`config.mk`:
```
export PLATFORM = sky130hd
export DESIGN_NAME = aioc_top
export DESIGN_NICKNAME = d
export VERILOG_FILES = /design/src/aioc_pkg.sv /design/src/aioc_sync.sv /design/src/aioc_fmt.sv /design/src/aioc_top.sv
export SDC_FILE = /design/constraint.sdc
export NUM_CORES = 1
export LEC_CHECK = 0
export ABC_AREA = 1
export BUFFER_PORTS_ARGS = -buffer_cell sky130_fd_sc_hd__clkbuf_2
export CAP_MARGIN = 20
export CORE_MARGIN = 1
export CORE_UTILIZATION = 50
export DETAILED_ROUTE_END_ITERATION = 10
export GPL_TIMING_DRIVEN = 1
export PLACE_DENSITY = 0.75
export SLEW_MARGIN = 25
export SYNTH_ARGS = -nofsm -noshare
export SYNTH_HDL_FRONTEND = slang
export SYNTH_SLANG_ARGS = --single-unit
```
`constraint.sdc`:
```
create_clock -name sys_clk -period 2.7 [get_ports sys_clk]
set_input_delay 0.405 -clock sys_clk [delete_from_list [all_inputs] [get_ports sys_clk]]
set_output_delay 0.405 -clock sys_clk [all_outputs]
set_load 0.02 [all_outputs]
```
`src/aioc_pkg.sv`:
```
// Constants, register map and types for the analog I/O channel configuration block
// Notes on behaviour
// - Inputs default force-off: on module failure every input channel value reads zero.
// - Inputs hold option: with hold set, on module failure every input channel value keeps its last value.
// - Status length accepts only 0 or 32; zero disables status, 32 enables it.
// - With module diagnostics on, 32 diagnostic bits per channel, used or not.
// - Each channel has a two-word value area in the input or output table.
// - Output range type disabled by default; channel drives only when voltage/current is chosen.
// - Output range: 0..+10 V default, -10..+10 V, 4..20 mA, 0..20 mA.
// - Integer output format takes the low word and ignores the high word.
// - Six events trigger the output default action.
// - Force-to-default (default) drives the default value until a good reconfiguration.
// - Value format defaults to 32-bit float; 16-bit integer is the alternative.
// - Module diagnostics default off; diagnostics and faults enabled per channel.
// - Integer input format fills the upper word with the sign extension.
// - Hold-last-state keeps the last output state until a good reconfiguration.
`default_nettype none
package aioc_pkg;
	localparam int N_IN  = 4;
	localparam int N_OUT = 2;
	localparam int N_CH  = N_IN + N_OUT;
	localparam int N_EV  = 6;
	localparam int N_IRQ = 3;

	localparam logic [7:0] OFF_CTRL     = 8'h00;
	localparam logic [7:0] OFF_OCFG     = 8'h04;
	localparam logic [7:0] OFF_CHEN     = 8'h08;
	localparam logic [7:0] OFF_INT_STAT = 8'h0C;
	localparam logic [7:0] OFF_INT_MASK = 8'h10;
	localparam logic [7:0] OFF_STATE    = 8'h14;
	localparam logic [7:0] OFF_DFLT0    = 8'h18;
	localparam logic [7:0] OFF_DFLT1    = 8'h1C;
	localparam logic [7:0] OFF_RECONF   = 8'h20;

	localparam int CTRL_IN_HOLD   = 0;
	localparam int CTRL_OUT_HOLD  = 1;
	localparam int CTRL_FMT_INT   = 2;
	localparam int CTRL_MOD_DIAG  = 3;
	localparam int CTRL_STLEN_LSB = 8;
	localparam logic [31:0] CTRL_RST   = 32'h0000_0000;
	localparam logic [31:0] CTRL_WMASK = 32'h0000_FF0F;
	localparam logic [7:0]  STATUS_LEN_ON = 8'h20;

	localparam int OCFG_STRIDE = 4;
	localparam int OCFG_EN     = 0;
	localparam int OCFG_RNG    = 1;
	localparam logic [31:0] OCFG_RST = 32'h0000_0000;
	localparam int CHEN_FLT_LSB = 8;

	localparam logic [1:0] RNG_0_10V  = 2'h0;
	localparam logic [1:0] RNG_PM10V  = 2'h1;
	localparam logic [1:0] RNG_4_20MA = 2'h2;
	localparam logic [1:0] RNG_0_20MA = 2'h3;

	localparam int IRQ_DEFAULT = 0;
	localparam int IRQ_FAIL    = 1;
	localparam int IRQ_RECONF  = 2;

	localparam logic [4:0] TBL_DIAG_BASE = 5'h08;
	localparam logic [4:0] TBL_STAT_BASE = 5'h14;
	localparam logic [31:0] DIAG_MASK = 32'h003F_001F;
	localparam logic [3:0] DIAG_WORDS = 4'hC;
	localparam logic [5:0] STATUS_BITS = 6'h20;

	typedef enum logic [1:0] {OUT_LIVE, OUT_FORCED, OUT_HELD} aioc_out_t;
endpackage : aioc_pkg
`default_nettype wire

```
`src/aioc_sync.sv`:
```
// Two-stage synchroniser for asynchronous event levels
`default_nettype none
module aioc_sync #(
	parameter int W = 1
) (
	input  wire logic         sys_clk,
	input  wire logic         resetn,
	input  wire logic [W-1:0] d,
	output logic      [W-1:0] q
);
	typedef struct packed {
		logic [W-1:0] s1;
		logic [W-1:0] s2;
	} aioc_sync_t;

	aioc_sync_t state_reg;
	aioc_sync_t state_next;

	always_comb begin
		state_next.s1 = d;
		state_next.s2 = state_reg.s1;
	end

	always_ff @(posedge sys_clk) begin
		if (!resetn) begin
			state_reg <= '0;
		end else begin
			state_reg <= state_next;
		end
	end

	assign q = state_reg.s2;
endmodule : aioc_sync
`default_nettype wire

```
`src/aioc_fmt.sv`:
```
// Channel value formatter: float passes through, integer sign-extends the low word
`default_nettype none
module aioc_fmt (
	input  wire logic        fmt_int,
	input  wire logic [31:0] raw,
	output logic      [31:0] val
);
	// The high word never reaches the value in integer mode, whatever it holds
	always_comb begin
		if (fmt_int) begin
			val = {{16{raw[15]}}, raw[15:0]};
		end else begin
			val = raw;
		end
	end
endmodule : aioc_fmt
`default_nettype wire

```
`src/aioc_top.sv`:
```
// Analog I/O channel configuration, value tables, output defaulting and status
`default_nettype none
module aioc_top (
	input  wire logic                         sys_clk,
	input  wire logic                         resetn,
	input  wire logic [7:0]                   reg_addr,
	input  wire logic [31:0]                  reg_wdata,
	input  wire logic                         reg_we,
	input  wire logic                         reg_re,
	output logic      [31:0]                  reg_rdata,
	output logic                              irq,
	input  wire logic                         scan_tick,
	input  wire logic                         aq_we,
	input  wire logic [1:0]                   aq_addr,
	input  wire logic [15:0]                  aq_wdata,
	input  wire logic                         tbl_re,
	input  wire logic [4:0]                   tbl_addr,
	output logic      [15:0]                  tbl_rdata,
	input  wire logic [aioc_pkg::N_IN*32-1:0] adc_raw,
	input  wire logic [aioc_pkg::N_CH*32-1:0] ch_diag_raw,
	input  wire logic                         ev_stop_dis,
	input  wire logic                         ev_run_dis,
	input  wire logic                         ev_bp_power_loss,
	input  wire logic                         ev_mod_fatal,
	input  wire logic                         ev_cpu_critical,
	input  wire logic                         ev_cfg_clear,
	input  wire logic                         mod_failed,
	output logic      [aioc_pkg::N_OUT*32-1:0] dac_value,
	output logic      [aioc_pkg::N_OUT-1:0]   dac_enable,
	output logic      [aioc_pkg::N_OUT*2-1:0] dac_range,
	output logic      [3:0]                   diag_len_words,
	output logic      [5:0]                   status_len_bits
);
	typedef struct packed {
		logic [31:0]                              ctrl;
		logic [31:0]                              ocfg;
		logic [aioc_pkg::N_CH-1:0]                chen_diag;
		logic [aioc_pkg::N_CH-1:0]                chen_flt;
		logic [aioc_pkg::N_IRQ-1:0]               int_stat;
		logic [aioc_pkg::N_IRQ-1:0]               int_mask;
		logic [aioc_pkg::N_OUT-1:0][31:0]         dflt;
		logic [2*aioc_pkg::N_OUT-1:0][15:0]       aq;
		logic [aioc_pkg::N_IN-1:0][31:0]          ai_snap;
		logic [aioc_pkg::N_CH-1:0][31:0]          diag_snap;
		logic [31:0]                              stat_snap;
		aioc_pkg::aioc_out_t                      out_st;
		logic [aioc_pkg::N_OUT-1:0][31:0]         dac;
		logic [aioc_pkg::N_OUT-1:0]               dac_en;
		logic [aioc_pkg::N_OUT-1:0][1:0]          dac_rng;
		logic [3:0]                               diag_len;
		logic [5:0]                               stat_bits;
		logic [31:0]                              rdata;
		logic [15:0]                              tdata;
		logic                                     irq;
		logic                                     trig_q;
		logic                                     fail_q;
	} aioc_state_t;

	aioc_state_t state_reg;
	aioc_state_t state_next;

	logic [aioc_pkg::N_EV-1:0]          ev_s;
	logic                               fail_s;
	logic                               trig;
	logic                               reconf_req;
	logic [aioc_pkg::N_IRQ-1:0]         irq_set;
	logic [aioc_pkg::N_IN-1:0][31:0]    in_val;
	logic [aioc_pkg::N_OUT-1:0][31:0]   out_val;
	logic [aioc_pkg::N_CH-1:0]          flt_any;
	logic [31:0]                        stat_word;
	logic [4:0]                         toff;
	logic                               fmt_int;
	logic                               mod_diag;
	logic                               stat_on;

	aioc_sync #(
		.W(aioc_pkg::N_EV + 1)
	) u_sync (
		.sys_clk(sys_clk),
		.resetn (resetn),
		.d      ({mod_failed, ev_cfg_clear, ev_cpu_critical, ev_mod_fatal,
		          ev_bp_power_loss, ev_run_dis, ev_stop_dis}),
		.q      ({fail_s, ev_s})
	);

	assign fmt_int  = state_reg.ctrl[aioc_pkg::CTRL_FMT_INT];
	assign mod_diag = state_reg.ctrl[aioc_pkg::CTRL_MOD_DIAG];
	assign stat_on  = state_reg.ctrl[aioc_pkg::CTRL_STLEN_LSB +: 8] == aioc_pkg::STATUS_LEN_ON;

	genvar gi;
	generate
		for (gi = 0; gi < aioc_pkg::N_IN; gi++) begin : g_in
			aioc_fmt u_fmt (
				.fmt_int(fmt_int),
				.raw    (adc_raw[gi*32 +: 32]),
				.val    (in_val[gi])
			);
		end
		for (gi = 0; gi < aioc_pkg::N_OUT; gi++) begin : g_out
			aioc_fmt u_fmt (
				.fmt_int(fmt_int),
				.raw    ({state_reg.aq[2*gi+1], state_reg.aq[2*gi]}),
				.val    (out_val[gi])
			);
		end
		for (gi = 0; gi < aioc_pkg::N_CH; gi++) begin : g_flt
			assign flt_any[gi] = |(ch_diag_raw[gi*32 +: 32] & aioc_pkg::DIAG_MASK);
		end
	endgenerate

	always_comb begin
		state_next = state_reg;
		// Events arrive two edges late; the forced value lands two edges after that
		trig       = |ev_s;
		reconf_req = reg_we && reg_addr == aioc_pkg::OFF_RECONF && reg_wdata[0];
		toff       = tbl_addr - aioc_pkg::TBL_DIAG_BASE;
		stat_word  = '0;
		stat_word[aioc_pkg::N_EV-1:0] = ev_s;
		stat_word[6] = fail_s;
		stat_word[7] = state_reg.out_st != aioc_pkg::OUT_LIVE;
		stat_word[aioc_pkg::CHEN_FLT_LSB +: aioc_pkg::N_CH] = state_reg.chen_flt & flt_any;

		// Register writes
		if (reg_we) begin
			case (reg_addr)
				aioc_pkg::OFF_CTRL: begin
					state_next.ctrl = reg_wdata & aioc_pkg::CTRL_WMASK;
					// Any length but 0 or 32 leaves the old length in place
					if (reg_wdata[aioc_pkg::CTRL_STLEN_LSB +: 8] != 8'h00 &&
					    reg_wdata[aioc_pkg::CTRL_STLEN_LSB +: 8] != aioc_pkg::STATUS_LEN_ON) begin
						state_next.ctrl[aioc_pkg::CTRL_STLEN_LSB +: 8] =
							state_reg.ctrl[aioc_pkg::CTRL_STLEN_LSB +: 8];
					end
				end
				aioc_pkg::OFF_OCFG: state_next.ocfg = reg_wdata;
				aioc_pkg::OFF_CHEN: begin
					state_next.chen_diag = reg_wdata[aioc_pkg::N_CH-1:0];
					state_next.chen_flt  = reg_wdata[aioc_pkg::CHEN_FLT_LSB +: aioc_pkg::N_CH];
				end
				aioc_pkg::OFF_INT_STAT: state_next.int_stat = state_reg.int_stat &
					~reg_wdata[aioc_pkg::N_IRQ-1:0];
				aioc_pkg::OFF_INT_MASK: state_next.int_mask = reg_wdata[aioc_pkg::N_IRQ-1:0];
				aioc_pkg::OFF_DFLT0: state_next.dflt[0] = reg_wdata;
				aioc_pkg::OFF_DFLT1: state_next.dflt[1] = reg_wdata;
				default: ;
			endcase
		end

		// Output default state machine
		state_next.trig_q = trig;
		state_next.fail_q = fail_s;
		case (state_reg.out_st)
			aioc_pkg::OUT_LIVE: begin
				if (trig) begin
					state_next.out_st = state_reg.ctrl[aioc_pkg::CTRL_OUT_HOLD] ?
						aioc_pkg::OUT_HELD : aioc_pkg::OUT_FORCED;
				end
			end
			aioc_pkg::OUT_FORCED, aioc_pkg::OUT_HELD: begin
				// A reconfiguration while an event persists does not count as successful
				if (reconf_req && !trig) begin
					state_next.out_st = aioc_pkg::OUT_LIVE;
				end
			end
			default: state_next.out_st = aioc_pkg::OUT_LIVE;
		endcase

		// Event flags: the set is applied after the clear so that it wins
		irq_set = '0;
		irq_set[aioc_pkg::IRQ_DEFAULT] = trig && !state_reg.trig_q;
		irq_set[aioc_pkg::IRQ_FAIL]    = fail_s && !state_reg.fail_q;
		irq_set[aioc_pkg::IRQ_RECONF]  = reconf_req && !trig &&
			state_reg.out_st != aioc_pkg::OUT_LIVE;
		state_next.int_stat = state_next.int_stat | irq_set;
		state_next.irq = |(state_next.int_stat & state_next.int_mask);

		// Output table words from the controller
		if (aq_we) begin
			state_next.aq[aq_addr] = aq_wdata;
		end

		// Output channels
		for (int c = 0; c < aioc_pkg::N_OUT; c++) begin
			state_next.dac_rng[c] = state_reg.ocfg[c*aioc_pkg::OCFG_STRIDE +
				aioc_pkg::OCFG_RNG +: 2];
			if (!state_reg.ocfg[c*aioc_pkg::OCFG_STRIDE + aioc_pkg::OCFG_EN]) begin
				state_next.dac_en[c] = 1'b0;
				state_next.dac[c]    = '0;
			end else begin
				state_next.dac_en[c] = 1'b1;
				case (state_reg.out_st)
					aioc_pkg::OUT_LIVE: begin
						if (scan_tick) begin
							state_next.dac[c] = out_val[c];
						end
					end
					aioc_pkg::OUT_FORCED: state_next.dac[c] = state_reg.dflt[c];
					aioc_pkg::OUT_HELD:   state_next.dac[c] = state_reg.dac[c];
					default:              state_next.dac[c] = state_reg.dac[c];
				endcase
			end
		end

		// Input snapshot, diagnostics and status, taken once per scan
		// Hold mode simply skips the update, so the last snapshot stays visible
		if (fail_s) begin
			if (!state_reg.ctrl[aioc_pkg::CTRL_IN_HOLD]) begin
				state_next.ai_snap = '0;
			end
		end else if (scan_tick) begin
			state_next.ai_snap = in_val;
		end
		if (scan_tick) begin
			for (int c = 0; c < aioc_pkg::N_CH; c++) begin
				state_next.diag_snap[c] = (mod_diag && state_reg.chen_diag[c]) ?
					ch_diag_raw[c*32 +: 32] & aioc_pkg::DIAG_MASK : 32'h0000_0000;
			end
			state_next.stat_snap = stat_on ? stat_word : 32'h0000_0000;
		end
		state_next.diag_len  = mod_diag ? aioc_pkg::DIAG_WORDS : 4'h0;
		state_next.stat_bits = stat_on ? aioc_pkg::STATUS_BITS : 6'h00;

		// Table read port: values, then diagnostics, then status, two words each
		state_next.tdata = 16'h0000;
		if (tbl_re) begin
			if (tbl_addr < aioc_pkg::TBL_DIAG_BASE) begin
				state_next.tdata = tbl_addr[0] ? state_reg.ai_snap[tbl_addr[2:1]][31:16] :
					state_reg.ai_snap[tbl_addr[2:1]][15:0];
			end else if (tbl_addr < aioc_pkg::TBL_STAT_BASE) begin
				state_next.tdata = toff[0] ? state_reg.diag_snap[toff[4:1]][31:16] :
					state_reg.diag_snap[toff[4:1]][15:0];
			end else if (tbl_addr < aioc_pkg::TBL_STAT_BASE + 5'h02) begin
				state_next.tdata = tbl_addr[0] ? state_reg.stat_snap[31:16] :
					state_reg.stat_snap[15:0];
			end
		end

		// Register read port, data valid in the following cycle only
		state_next.rdata = 32'h0000_0000;
		if (reg_re) begin
			case (reg_addr)
				aioc_pkg::OFF_CTRL:     state_next.rdata = state_reg.ctrl;
				aioc_pkg::OFF_OCFG:     state_next.rdata = state_reg.ocfg;
				aioc_pkg::OFF_CHEN: begin
					state_next.rdata[aioc_pkg::N_CH-1:0] = state_reg.chen_diag;
					state_next.rdata[aioc_pkg::CHEN_FLT_LSB +: aioc_pkg::N_CH] =
						state_reg.chen_flt;
				end
				aioc_pkg::OFF_INT_STAT: state_next.rdata[aioc_pkg::N_IRQ-1:0] = state_reg.int_stat;
				aioc_pkg::OFF_INT_MASK: state_next.rdata[aioc_pkg::N_IRQ-1:0] = state_reg.int_mask;
				aioc_pkg::OFF_STATE: begin
					state_next.rdata[7:0] = stat_word[7:0];
					state_next.rdata[9:8] = state_reg.out_st;
				end
				aioc_pkg::OFF_DFLT0:    state_next.rdata = state_reg.dflt[0];
				aioc_pkg::OFF_DFLT1:    state_next.rdata = state_reg.dflt[1];
				default:                state_next.rdata = 32'h0000_0000;
			endcase
		end
	end

	always_ff @(posedge sys_clk) begin
		if (!resetn) begin
			state_reg        <= '0;
			state_reg.ctrl   <= aioc_pkg::CTRL_RST;
			state_reg.ocfg   <= aioc_pkg::OCFG_RST;
			state_reg.out_st <= aioc_pkg::OUT_LIVE;
		end else begin
			state_reg <= state_next;
		end
	end

	assign reg_rdata       = state_reg.rdata;
	assign irq             = state_reg.irq;
	assign tbl_rdata       = state_reg.tdata;
	assign dac_value       = state_reg.dac;
	assign dac_enable      = state_reg.dac_en;
	assign dac_range       = state_reg.dac_rng;
	assign diag_len_words  = state_reg.diag_len;
	assign status_len_bits = state_reg.stat_bits;
endmodule : aioc_top
`default_nettype wire

```
==> impl_summary.md, run 1 <==
Synth
The share of the synthesized area in compound gates (AO/OA/AOI/OAI) is 20.2%. The post-synthesis sequential area ratio is 46.4%. The post-synthesis mux area share is 0%. Summed over all instances, the cell type with the most area after synthesis is sky130_fd_sc_hd__dfxtp_1.

Yosys printed 0 warnings. After synthesis, the cell types taking the most area are sky130_fd_sc_hd__dfxtp_1 46%, sky130_fd_sc_hd__nand2_1 11%, sky130_fd_sc_hd__o21ai_0 9.0%. Counting flops with an async set or reset pin after synthesis yields a share of 0%.

The number of enable-type register cells in the synthesized netlist is 0. Synthesis produced a netlist whose cell count is about 3,200. The adder-cell area share of the yosys netlist is less than 1%. The post-synthesis register bit count is 537. The number of different library cells used by synthesis comes to 37. The cell area after technology mapping is between 0.02 and 0.025 mm2. The area share of xor/xnor cells in the synthesized design is 0%.

The combinational family with the most area after synthesis is compound AO/OA/AOI/OAI gates. Of the total synthesized cell area, the portion taken by AND, OR, NAND and NOR gates is 20.1%. The most common cell in the synthesized netlist is sky130_fd_sc_hd__nand2_1. The leading register cell type out of synthesis is sky130_fd_sc_hd__dfxtp_1. After synthesis, the most frequently instantiated cells are 650 x sky130_fd_sc_hd__nand2_1, 537 x sky130_fd_sc_hd__dfxtp_1, 418 x sky130_fd_sc_hd__o21ai_0.

Dividing the synthesized area by the synthesized cell count gives 7.21 um2. After synthesis, the largest area contributor takes up between 40% and 50% of total cell area.

Die
The count of standard-cell rows is 78. In this run the standard cell core region covers 0.0456 mm2. For this configuration, the core starts out at a cell density of ~51%. In this run the count of I/O pins placed on the die edge is 526. The vertical extent of the die is roughly 220 um. Measured along the x axis, the die boundary spans roughly 220 um. The die covers ~0.047 mm2.

Global route
The number of antenna violations at the first check in global routing is 6. The all-layer global routing usage is 29.3%. The via count of the first global-routing pass is 19,700. Global routing used 4.67% of the available met3 tracks.

After global routing the overflow that remains totals 0. In this run the most used layer during global routing was met2. The met2 track utilization from global routing is a little under half.

The global-route wire length before repair is ~110 mm. Entering global routing, the biggest net connects roughly 190 pins. The global routing met1 resource utilization is between 30% and 40%.

Timing
Setup repair after global routing left no endpoint under its margin. Setup violations remaining at the end of the flow were counted as 0. Static timing analysis puts the maximum clock frequency at 0.464 GHz. The final critical-path share of the clock period is 79.8%. On the final layout, the worst clock skew is 16.7 ps. The hold violation total from the final report is 0. The number of max-slew violations in the final report came to 0.

The worst-margin pin slew is between 900 and 1000 ps. The clock period could shrink to about 2200 ps. Headroom to the max-slew limit came out at 34.4%.

The setup TNS after final layout is 0 ps.

Clock tree
TritonCTS created 56 clock buffers. The H-tree depth reported by CTS is 2. After clock tree synthesis, the setup repair step added 0 buffers. The root buffer cell chosen for the clock tree is sky130_fd_sc_hd__clkbuf_16. The clock passes through at most 3 buffers. TritonCTS built the clock tree.

The total clock sinks is 537. The later pin in the worst-skew pair is clocked with a latency of just over 600 ps. After clock tree synthesis, the clock-pin slew on the worst setup and hold paths is 60 ps.

Placement
The number of cells after detailed placement is 3,913. The sum of net half-perimeters after detailed placement is 49.6 mm. At the end of routability-driven placement, the weighted congestion stood at 0.929.

The count of buffers inserted at the top-level ports is approximately 390. After detailed placement, the total cell area comes to 0.0245 mm2.

Critical path
The worst register-to-register path ends at dac_value[13]. The number of cell instances on the worst register-to-register path is 6. The kind of cell adding the most delay to the critical path is compound AO/OA/AOI/OAI gates. For the worst setup path, the data required time is 3210 ps. On the critical path, the stage with the largest delay is an instance of sky130_fd_sc_hd__o21ai_4.

In this run the worst path has a maximum fanout of 102. The setup slack of the most critical reg-to-reg path is 550 ps. The worst setup path is launched from a register.

The data arrival time of the worst path is around 2700 ps. The signal on the critical path passes through inv_1, ha_1, o21ai_4, buf_12, nor2_1, a311oi_1. The startpoint of the most critical register-to-register path is state_reg[131]. The longest individual stage delay on the worst path is 570 ps. The buffering stage count on the worst path with inverters included is 2. The category of the worst setup path capture point is a register. The critical path in this run is classified as register to register.

Min path
The class of the most critical hold timing path is input pin to register. The worst hold path begins at adc_raw[10]. The cell depth of the worst hold path is 3.

The path with the worst hold slack has its endpoint at state_reg[367].

Flow run
Max-cap violations in this run came to 0.

Power and ir drop
The clock network is responsible for 45.2% of the overall power. The total power divided by cell area is 724 mW/mm2. Across the VDD grid, the largest voltage drop is 0.766 mV. The cell leakage power is 11.3 nW. The power consumption is 19.4 mW. The internal power is 14.2 mW.

The net switching power is between 5 and 6 mW. The switching fraction of total power is 26.5%. The combinational cell fraction of total power is 12.4%. Registers are responsible for 42.4% of the overall power.

Detailed routing
For this run, design rule violations remaining after detail routing come to 0. The detail-routed via count per cell is roughly 5.4. The number of nets with antenna violations after routing is 0. The initial detailed-routing violation count is around 2,100.

The number of search-and-repair iterations in the first detailed-routing pass is 7. The detail-routed net length per standard cell is around 18 um. For this block, the routed nets add up to 71.9 mm of wire.

The number of vias in the routed layout is between 20,000 and 25,000.

Final layout
Across the whole layout, storage elements account for 0.0108 mm2. Fill cells in the final layout number between 4,000 and 5,000. Cells fill 58.7% of the core in the end. The net count of the finished layout is 3,778. The number of flip-flops under the largest register name is roughly 400. The share of post-route cells with drive strength above 1 is 16.8%. The multi-input gate area in the final layout is ~0.0094 mm2. The area growth from synthesis to layout is 15.4%.

The summed area of non-filler cells in the final layout is 0.0267 mm2. The finished layout holds 4,029 standard cells, fillers aside.

Status
The run finished with clean final reports.
==> cells in the final DEF, fill, tap and decap left out, types with 13 or more instances in the layout <==
cell | netlist | final
sky130_fd_sc_hd__a21oi_1 | 294 | 294
sky130_fd_sc_hd__a31oi_1 | 42 | 42
sky130_fd_sc_hd__buf_4 | 135 | 34
sky130_fd_sc_hd__bufinv_16 | 0 | 13
sky130_fd_sc_hd__clkbuf_16 | 0 | 57
sky130_fd_sc_hd__clkbuf_2 | 0 | 390
sky130_fd_sc_hd__dfxtp_1 | 537 | 536
sky130_fd_sc_hd__inv_1 | 302 | 300
sky130_fd_sc_hd__nand2_1 | 650 | 650
sky130_fd_sc_hd__nand3_1 | 143 | 143
sky130_fd_sc_hd__nor2_1 | 293 | 291
sky130_fd_sc_hd__nor3_1 | 16 | 16
sky130_fd_sc_hd__o211ai_1 | 32 | 32
sky130_fd_sc_hd__o21ai_0 | 418 | 418
sky130_fd_sc_hd__o22ai_1 | 55 | 55
==> per-stage QoR <==
step | setup WS, ps | hold WS (ps)
after floorplan | 1160 | 390
after global placement | 530 | 397
after detailed placement | 504 | 399
after CTS | 567 | 0.0439
after global routing | 422 | 25.6
final | 546 | 32.1
==> kinds of logic (layout without fill, tap and decap cells) <==
group / count (synthesis) / count (layout)
AND/OR/NAND/NOR: 1145 / 1145
flip-flops: 537 / 537
other: 1 / 9
adder cells (fa/ha/maj): 2 / 2
AO/OA/AOI/OAI: 872 / 872
buffers and inverters: 656 / 864
==> routing by layer <==
metal / share of wire, % / wire, um / vias up
met5: 0.053 / 38 / -
met2: 45 / 32700 / 883
met4: 3.9 / 2800 / 6
li1: - / - / 10700
met3: 7.8 / 5610 / 133
met1: 43 / 30700 / 10100
==> worst max path at each step <==
stage,startpoint,end,slack [ps],cells past startpoint
5_1_grt,state_reg[131],dac_value[13],420,6
6_report,state_reg[131],dac_value[13],550,6
3_3_place_gp,reg_addr[0],reg_rdata[22],530,9
4_1_cts,state_reg[131],dac_value[13],570,6
2_1_floorplan,state_reg[132],dac_value[0],1160,9
3_5_place_dp,reg_addr[0],state_reg[586],500,10
==> area by class of cell <==
type	count	share of cell area [%]
antenna	2	0.0187
clock buffer	73	5.97
clock inverter	33	1.94
inverter	313	4.42
multi-input combinational	2026	35.2
sequential	537	40.2
tap	600	2.81
timing repair buffer	445	9.47
==> power by group through the flow <==
stage / Combinational, mW / Clock [mW] / Sequential, mW
6_report: 2.40 / 8.74 / 8.21
5_1_grt: 2.63 / 9.14 / 8.22
4_1_cts: 2.37 / 8.82 / 8.20
3_5_place_dp: 2.34 / 0 / 8.38
3_3_place_gp: 2.32 / 0 / 8.38
2_1_floorplan: 1.54 / 0 / 8.36
==> worst register-to-register path, stage by stage, from the launching register on <==
cell and delay (ps):
sky130_fd_sc_hd__dfxtp_1 350, sky130_fd_sc_hd__inv_1 70, sky130_fd_sc_hd__ha_1 310, sky130_fd_sc_hd__o21ai_4 570
sky130_fd_sc_hd__buf_12 390, sky130_fd_sc_hd__nor2_1 120, sky130_fd_sc_hd__a311oi_1 230
==> what timing repair did <==
| action | in CTS | in global routing |
|---|---|---|
| setup endpoints to repair | 0 | 0 |
| gates resized for setup | 0 | 0 |
| hold buffers | 8 | 0 |
| endpoints found under the hold margin | 8 | 0 |
Note: power is estimated with default switching activity, not from simulation.
==> inputs of run 2 (changes only) <==
CORE_UTILIZATION = 49   (was 50)
PLACE_DENSITY = 0.76   (was 0.75)
clock period = 1.9 ns   (was 2.7 ns; I/O delays follow)
==> impl_summary.md, run 2 (same netlist as run 1, synthesis figures left out) <==
Clock tree
The clock insertion delay at the later pin of the skew report is 620 ps (about the same). The total clock sinks is 537 (unchanged). The clock-pin slew on the worst setup and hold paths is 60 ps (about the same). The number of clock buffers inserted by TritonCTS came to 55 (-1.8%). The cell sitting at the root of the clock tree is a sky130_fd_sc_hd__clkbuf_16. The maximum buffer depth of the clock tree is 3 (unchanged). The H-tree depth reported by CTS came to 2 (unchanged). The clock tree from TritonCTS is yes.

Critical path
The worst setup path is launched from a register. The buffering stage count on the worst path with inverters included is 4 (+2). The library cell contributing the largest single delay on the critical path is sky130_fd_sc_hd__dfxtp_1. Traced cell by cell, the critical path runs through inv_1, ha_2, inv_1, o21ai_4, buf_12, buf_12, o21ai_0, a21oi_1. The longest individual stage delay on the worst path is 310 ps (-260 ps).

The data arrival time of the worst path was 2330 ps (-330 ps). The category of the worst setup path capture point is a register. The required time of the critical path is 2440 ps (-770 ps). The startpoint-to-endpoint class of the critical path is register to register. The largest fanout of any net on the critical path is 40 (-61%).

In this design, the largest share of critical-path delay is due to buffers and inverters.

Final layout
Leaving out fill and tap cells, the most frequent cell in the layout is sky130_fd_sc_hd__nand2_1. The number of flip-flops under the largest register name came to 396 (unchanged). The share of post-route cells with drive strength above 1 is 17.2% (+0.35 points). The net total in the final layout is 4,014 (+6.2%).

The post-route core utilization is 62.0% (+3.3 points). In the layout the commonest cells are 650 x sky130_fd_sc_hd__nand2_1, 536 x sky130_fd_sc_hd__dfxtp_1, 418 x sky130_fd_sc_hd__o21ai_0. Relative to the synthesized area, the layout overhead comes to 24.6%.

Power and ir drop
The fraction of power consumed by the clock network is 41.3% (-3.9 points). The cell leakage power is 12.2 nW (+8.6%). The combinational cell fraction of total power came to 15.3% (+2.9 points). The net switching power was 7.44 mW (+45%). The total power divided by cell area is 931 mW/mm2 (+29%). The internal power is 19.4 mW (+37%). The share of power burned in registers is 43.4% (+1.0 points). The power consumption is 26.9 mW (+39%). The worst IR drop on VDD is 0.961 mV (+25%). The switching fraction of total power was 27.7% (+1.2 points).

Die
The width of the chip is 219 um (+1.0%). The top-level port count is 526 (unchanged). The vertical extent of the die came to 219 um (+1.0%).

The initial standard-cell utilization of the core was 49.8% (-1.1 points). The die footprint was 0.0482 mm2 (+2.0%). The core area is 0.0466 mm2 (+2.1%). The count of standard-cell rows was 79 (+1.3%).

Detailed routing
The number of vias in the routed layout was 23,400 (+7.4%). The number of nets with antenna violations after routing is 0 (unchanged). The detail-routed via count per cell is 5.47 (+1.3%). The detailed-route wire length was 78.0 mm (+8.5%). The detail-routed net length per standard cell is 18.3 um (+2.4%). The number of search-and-repair iterations in the first detailed-routing pass is 6 (-1). The DRC violations left is 0 (unchanged).

The initial detailed-routing violation count is 2,520 (+21%).

Placement
The count of buffers inserted at the top-level ports is 392 (unchanged). The sum of net half-perimeters after detailed placement is 51.3 mm (+3.5%). The post-placement setup slack was 77.2 ps (-427 ps). The final estimated routing congestion in global placement is 0.977 (+5.2%).

Timing
The post-route minimum period is 1800 ps (-356 ps). The setup TNS after final layout is 0 ps (unchanged). Setup repair after global routing left no endpoint under its margin. The final setup violation count is 0 (unchanged). The hold violation total from the final report is 0 (unchanged). The worst-margin pin slew is 669 ps (-315 ps). The worst relative slew slack is 55.3% (+21 points). The worst hold slack across all endpoints came to 23.3 ps (-8.87 ps).

The highest clock frequency the design can meet was 0.556 GHz (+20%). The largest clock skew in the final design is 21.6 ps (+4.84 ps). The post-route worst setup slack came to 103 ps (-444 ps). The number of max-slew violations in the final report was 0 (unchanged). The final critical-path share of the clock period is 94.6% (+15 points).

Global route
The via count of the first global-routing pass was 21,600 (+9.1%). The global routing met1 resource utilization was 39.4% (+0.36 points). The met2 track utilization from global routing came to 51.8% (+4.9 points).

The all-layer global routing usage is 31.0% (+1.7 points). The global-route met3 utilization is 4.96% (+0.29 points). The most crowded layer after global routing is met2. The number of antenna violations at the first check in global routing is 7 (+1). The sum of overflow across all layers after global routing was 0 (unchanged). The maximum number of pins on one net before global-route repair came to 129 (-33%). The global-route wire length before repair was 117 mm (+7.6%).

Status
The flow ran to the end, and the final reports show no timing, DRC or antenna violations.

Flow run
The number of max-cap violations is 0 (unchanged).

Min path
The class of the most critical hold timing path is input pin to register.
==> run 2: cell count changes in the layout (fill, tap and decap cells not counted), moves of 3 or more <==
| cell | change |
|---|---|
| sky130_fd_sc_hd__dlygate4sd3_1 | +178 |
| sky130_fd_sc_hd__buf_4 | +47 |
| sky130_fd_sc_hd__buf_12 | +11 |
| sky130_fd_sc_hd__bufinv_16 | -8 |
| sky130_fd_sc_hd__clkbuf_1 | +5 |
| sky130_fd_sc_hd__clkinv_2 | +3 |
| sky130_fd_sc_hd__clkinvlp_4 | -3 |
==> run 2: area by class of cell <==
class | instances | area, um2
diodes | 4 | 10.0
clock buffers | 75 | 1550
clock inverters | 28 | 297
fillers | 3996 | 17700
inverters | 313 | 1180
multi-input cells | 2026 | 9410
flip-flops and latches | 537 | 10800
well taps | 607 | 759
repair buffers | 682 | 4910
==> run 2: worst paths after layout <==
check	startpoint	end	slack (ps)	depth (start not counted)
worst max-delay path	state_reg[132]	dac_value[22]	100	8
worst min-delay path	adc_raw[28]	state_reg[385]	20	5
worst max register to register	state_reg[132]	dac_value[22]	100	8
worst min register to register	u_sync.state_next[5]	u_sync.q[5]	410	2
==> run 2: what timing repair did <==
action / in CTS / in global routing
hold endpoints to repair: 231 / 0
hold buffers: 186 / 0
buffers inserted: 0 / 1
setup endpoints to repair: 0 / 58
resized for setup: 0 / 1
==> run 2: through the flow <==
step / cells / area (um2)
after floorplan: 3219 / 23200
final: 4272 / 28900
after global routing: 4271 / 28900
after detailed placement: 3977 / 25100
after CTS: 4266 / 28800
after global placement: 3977 / 25100
==> run 2: tightest hold or removal path: stages <==
cell and delay [ps]:
sky130_fd_sc_hd__clkbuf_2 80, sky130_fd_sc_hd__inv_1 40, sky130_fd_sc_hd__o21ai_0 70, sky130_fd_sc_hd__nand2_1 60
sky130_fd_sc_hd__a21oi_1 50
==> run 2: power groups by stage <==
stage               Combinational (mW)  Sequential [mW]  Clock [mW]
floorplan                         2.18             11.9           0
global placement                  3.49             11.9           0
detailed placement                3.51             11.9           0
CTS                               3.83             11.7        11.2
global route                      4.43             11.7        11.6
finish                            4.11             11.7        11.1
==> run 2: layer usage <==
layer | vias up | part of all wire, %
met3 | 203 | 8.8
met1 | 10800 | 40
met4 | 6 | 4.2
met2 | 1177 | 47
met5 | - | 0.053
li1 | 11200 | -
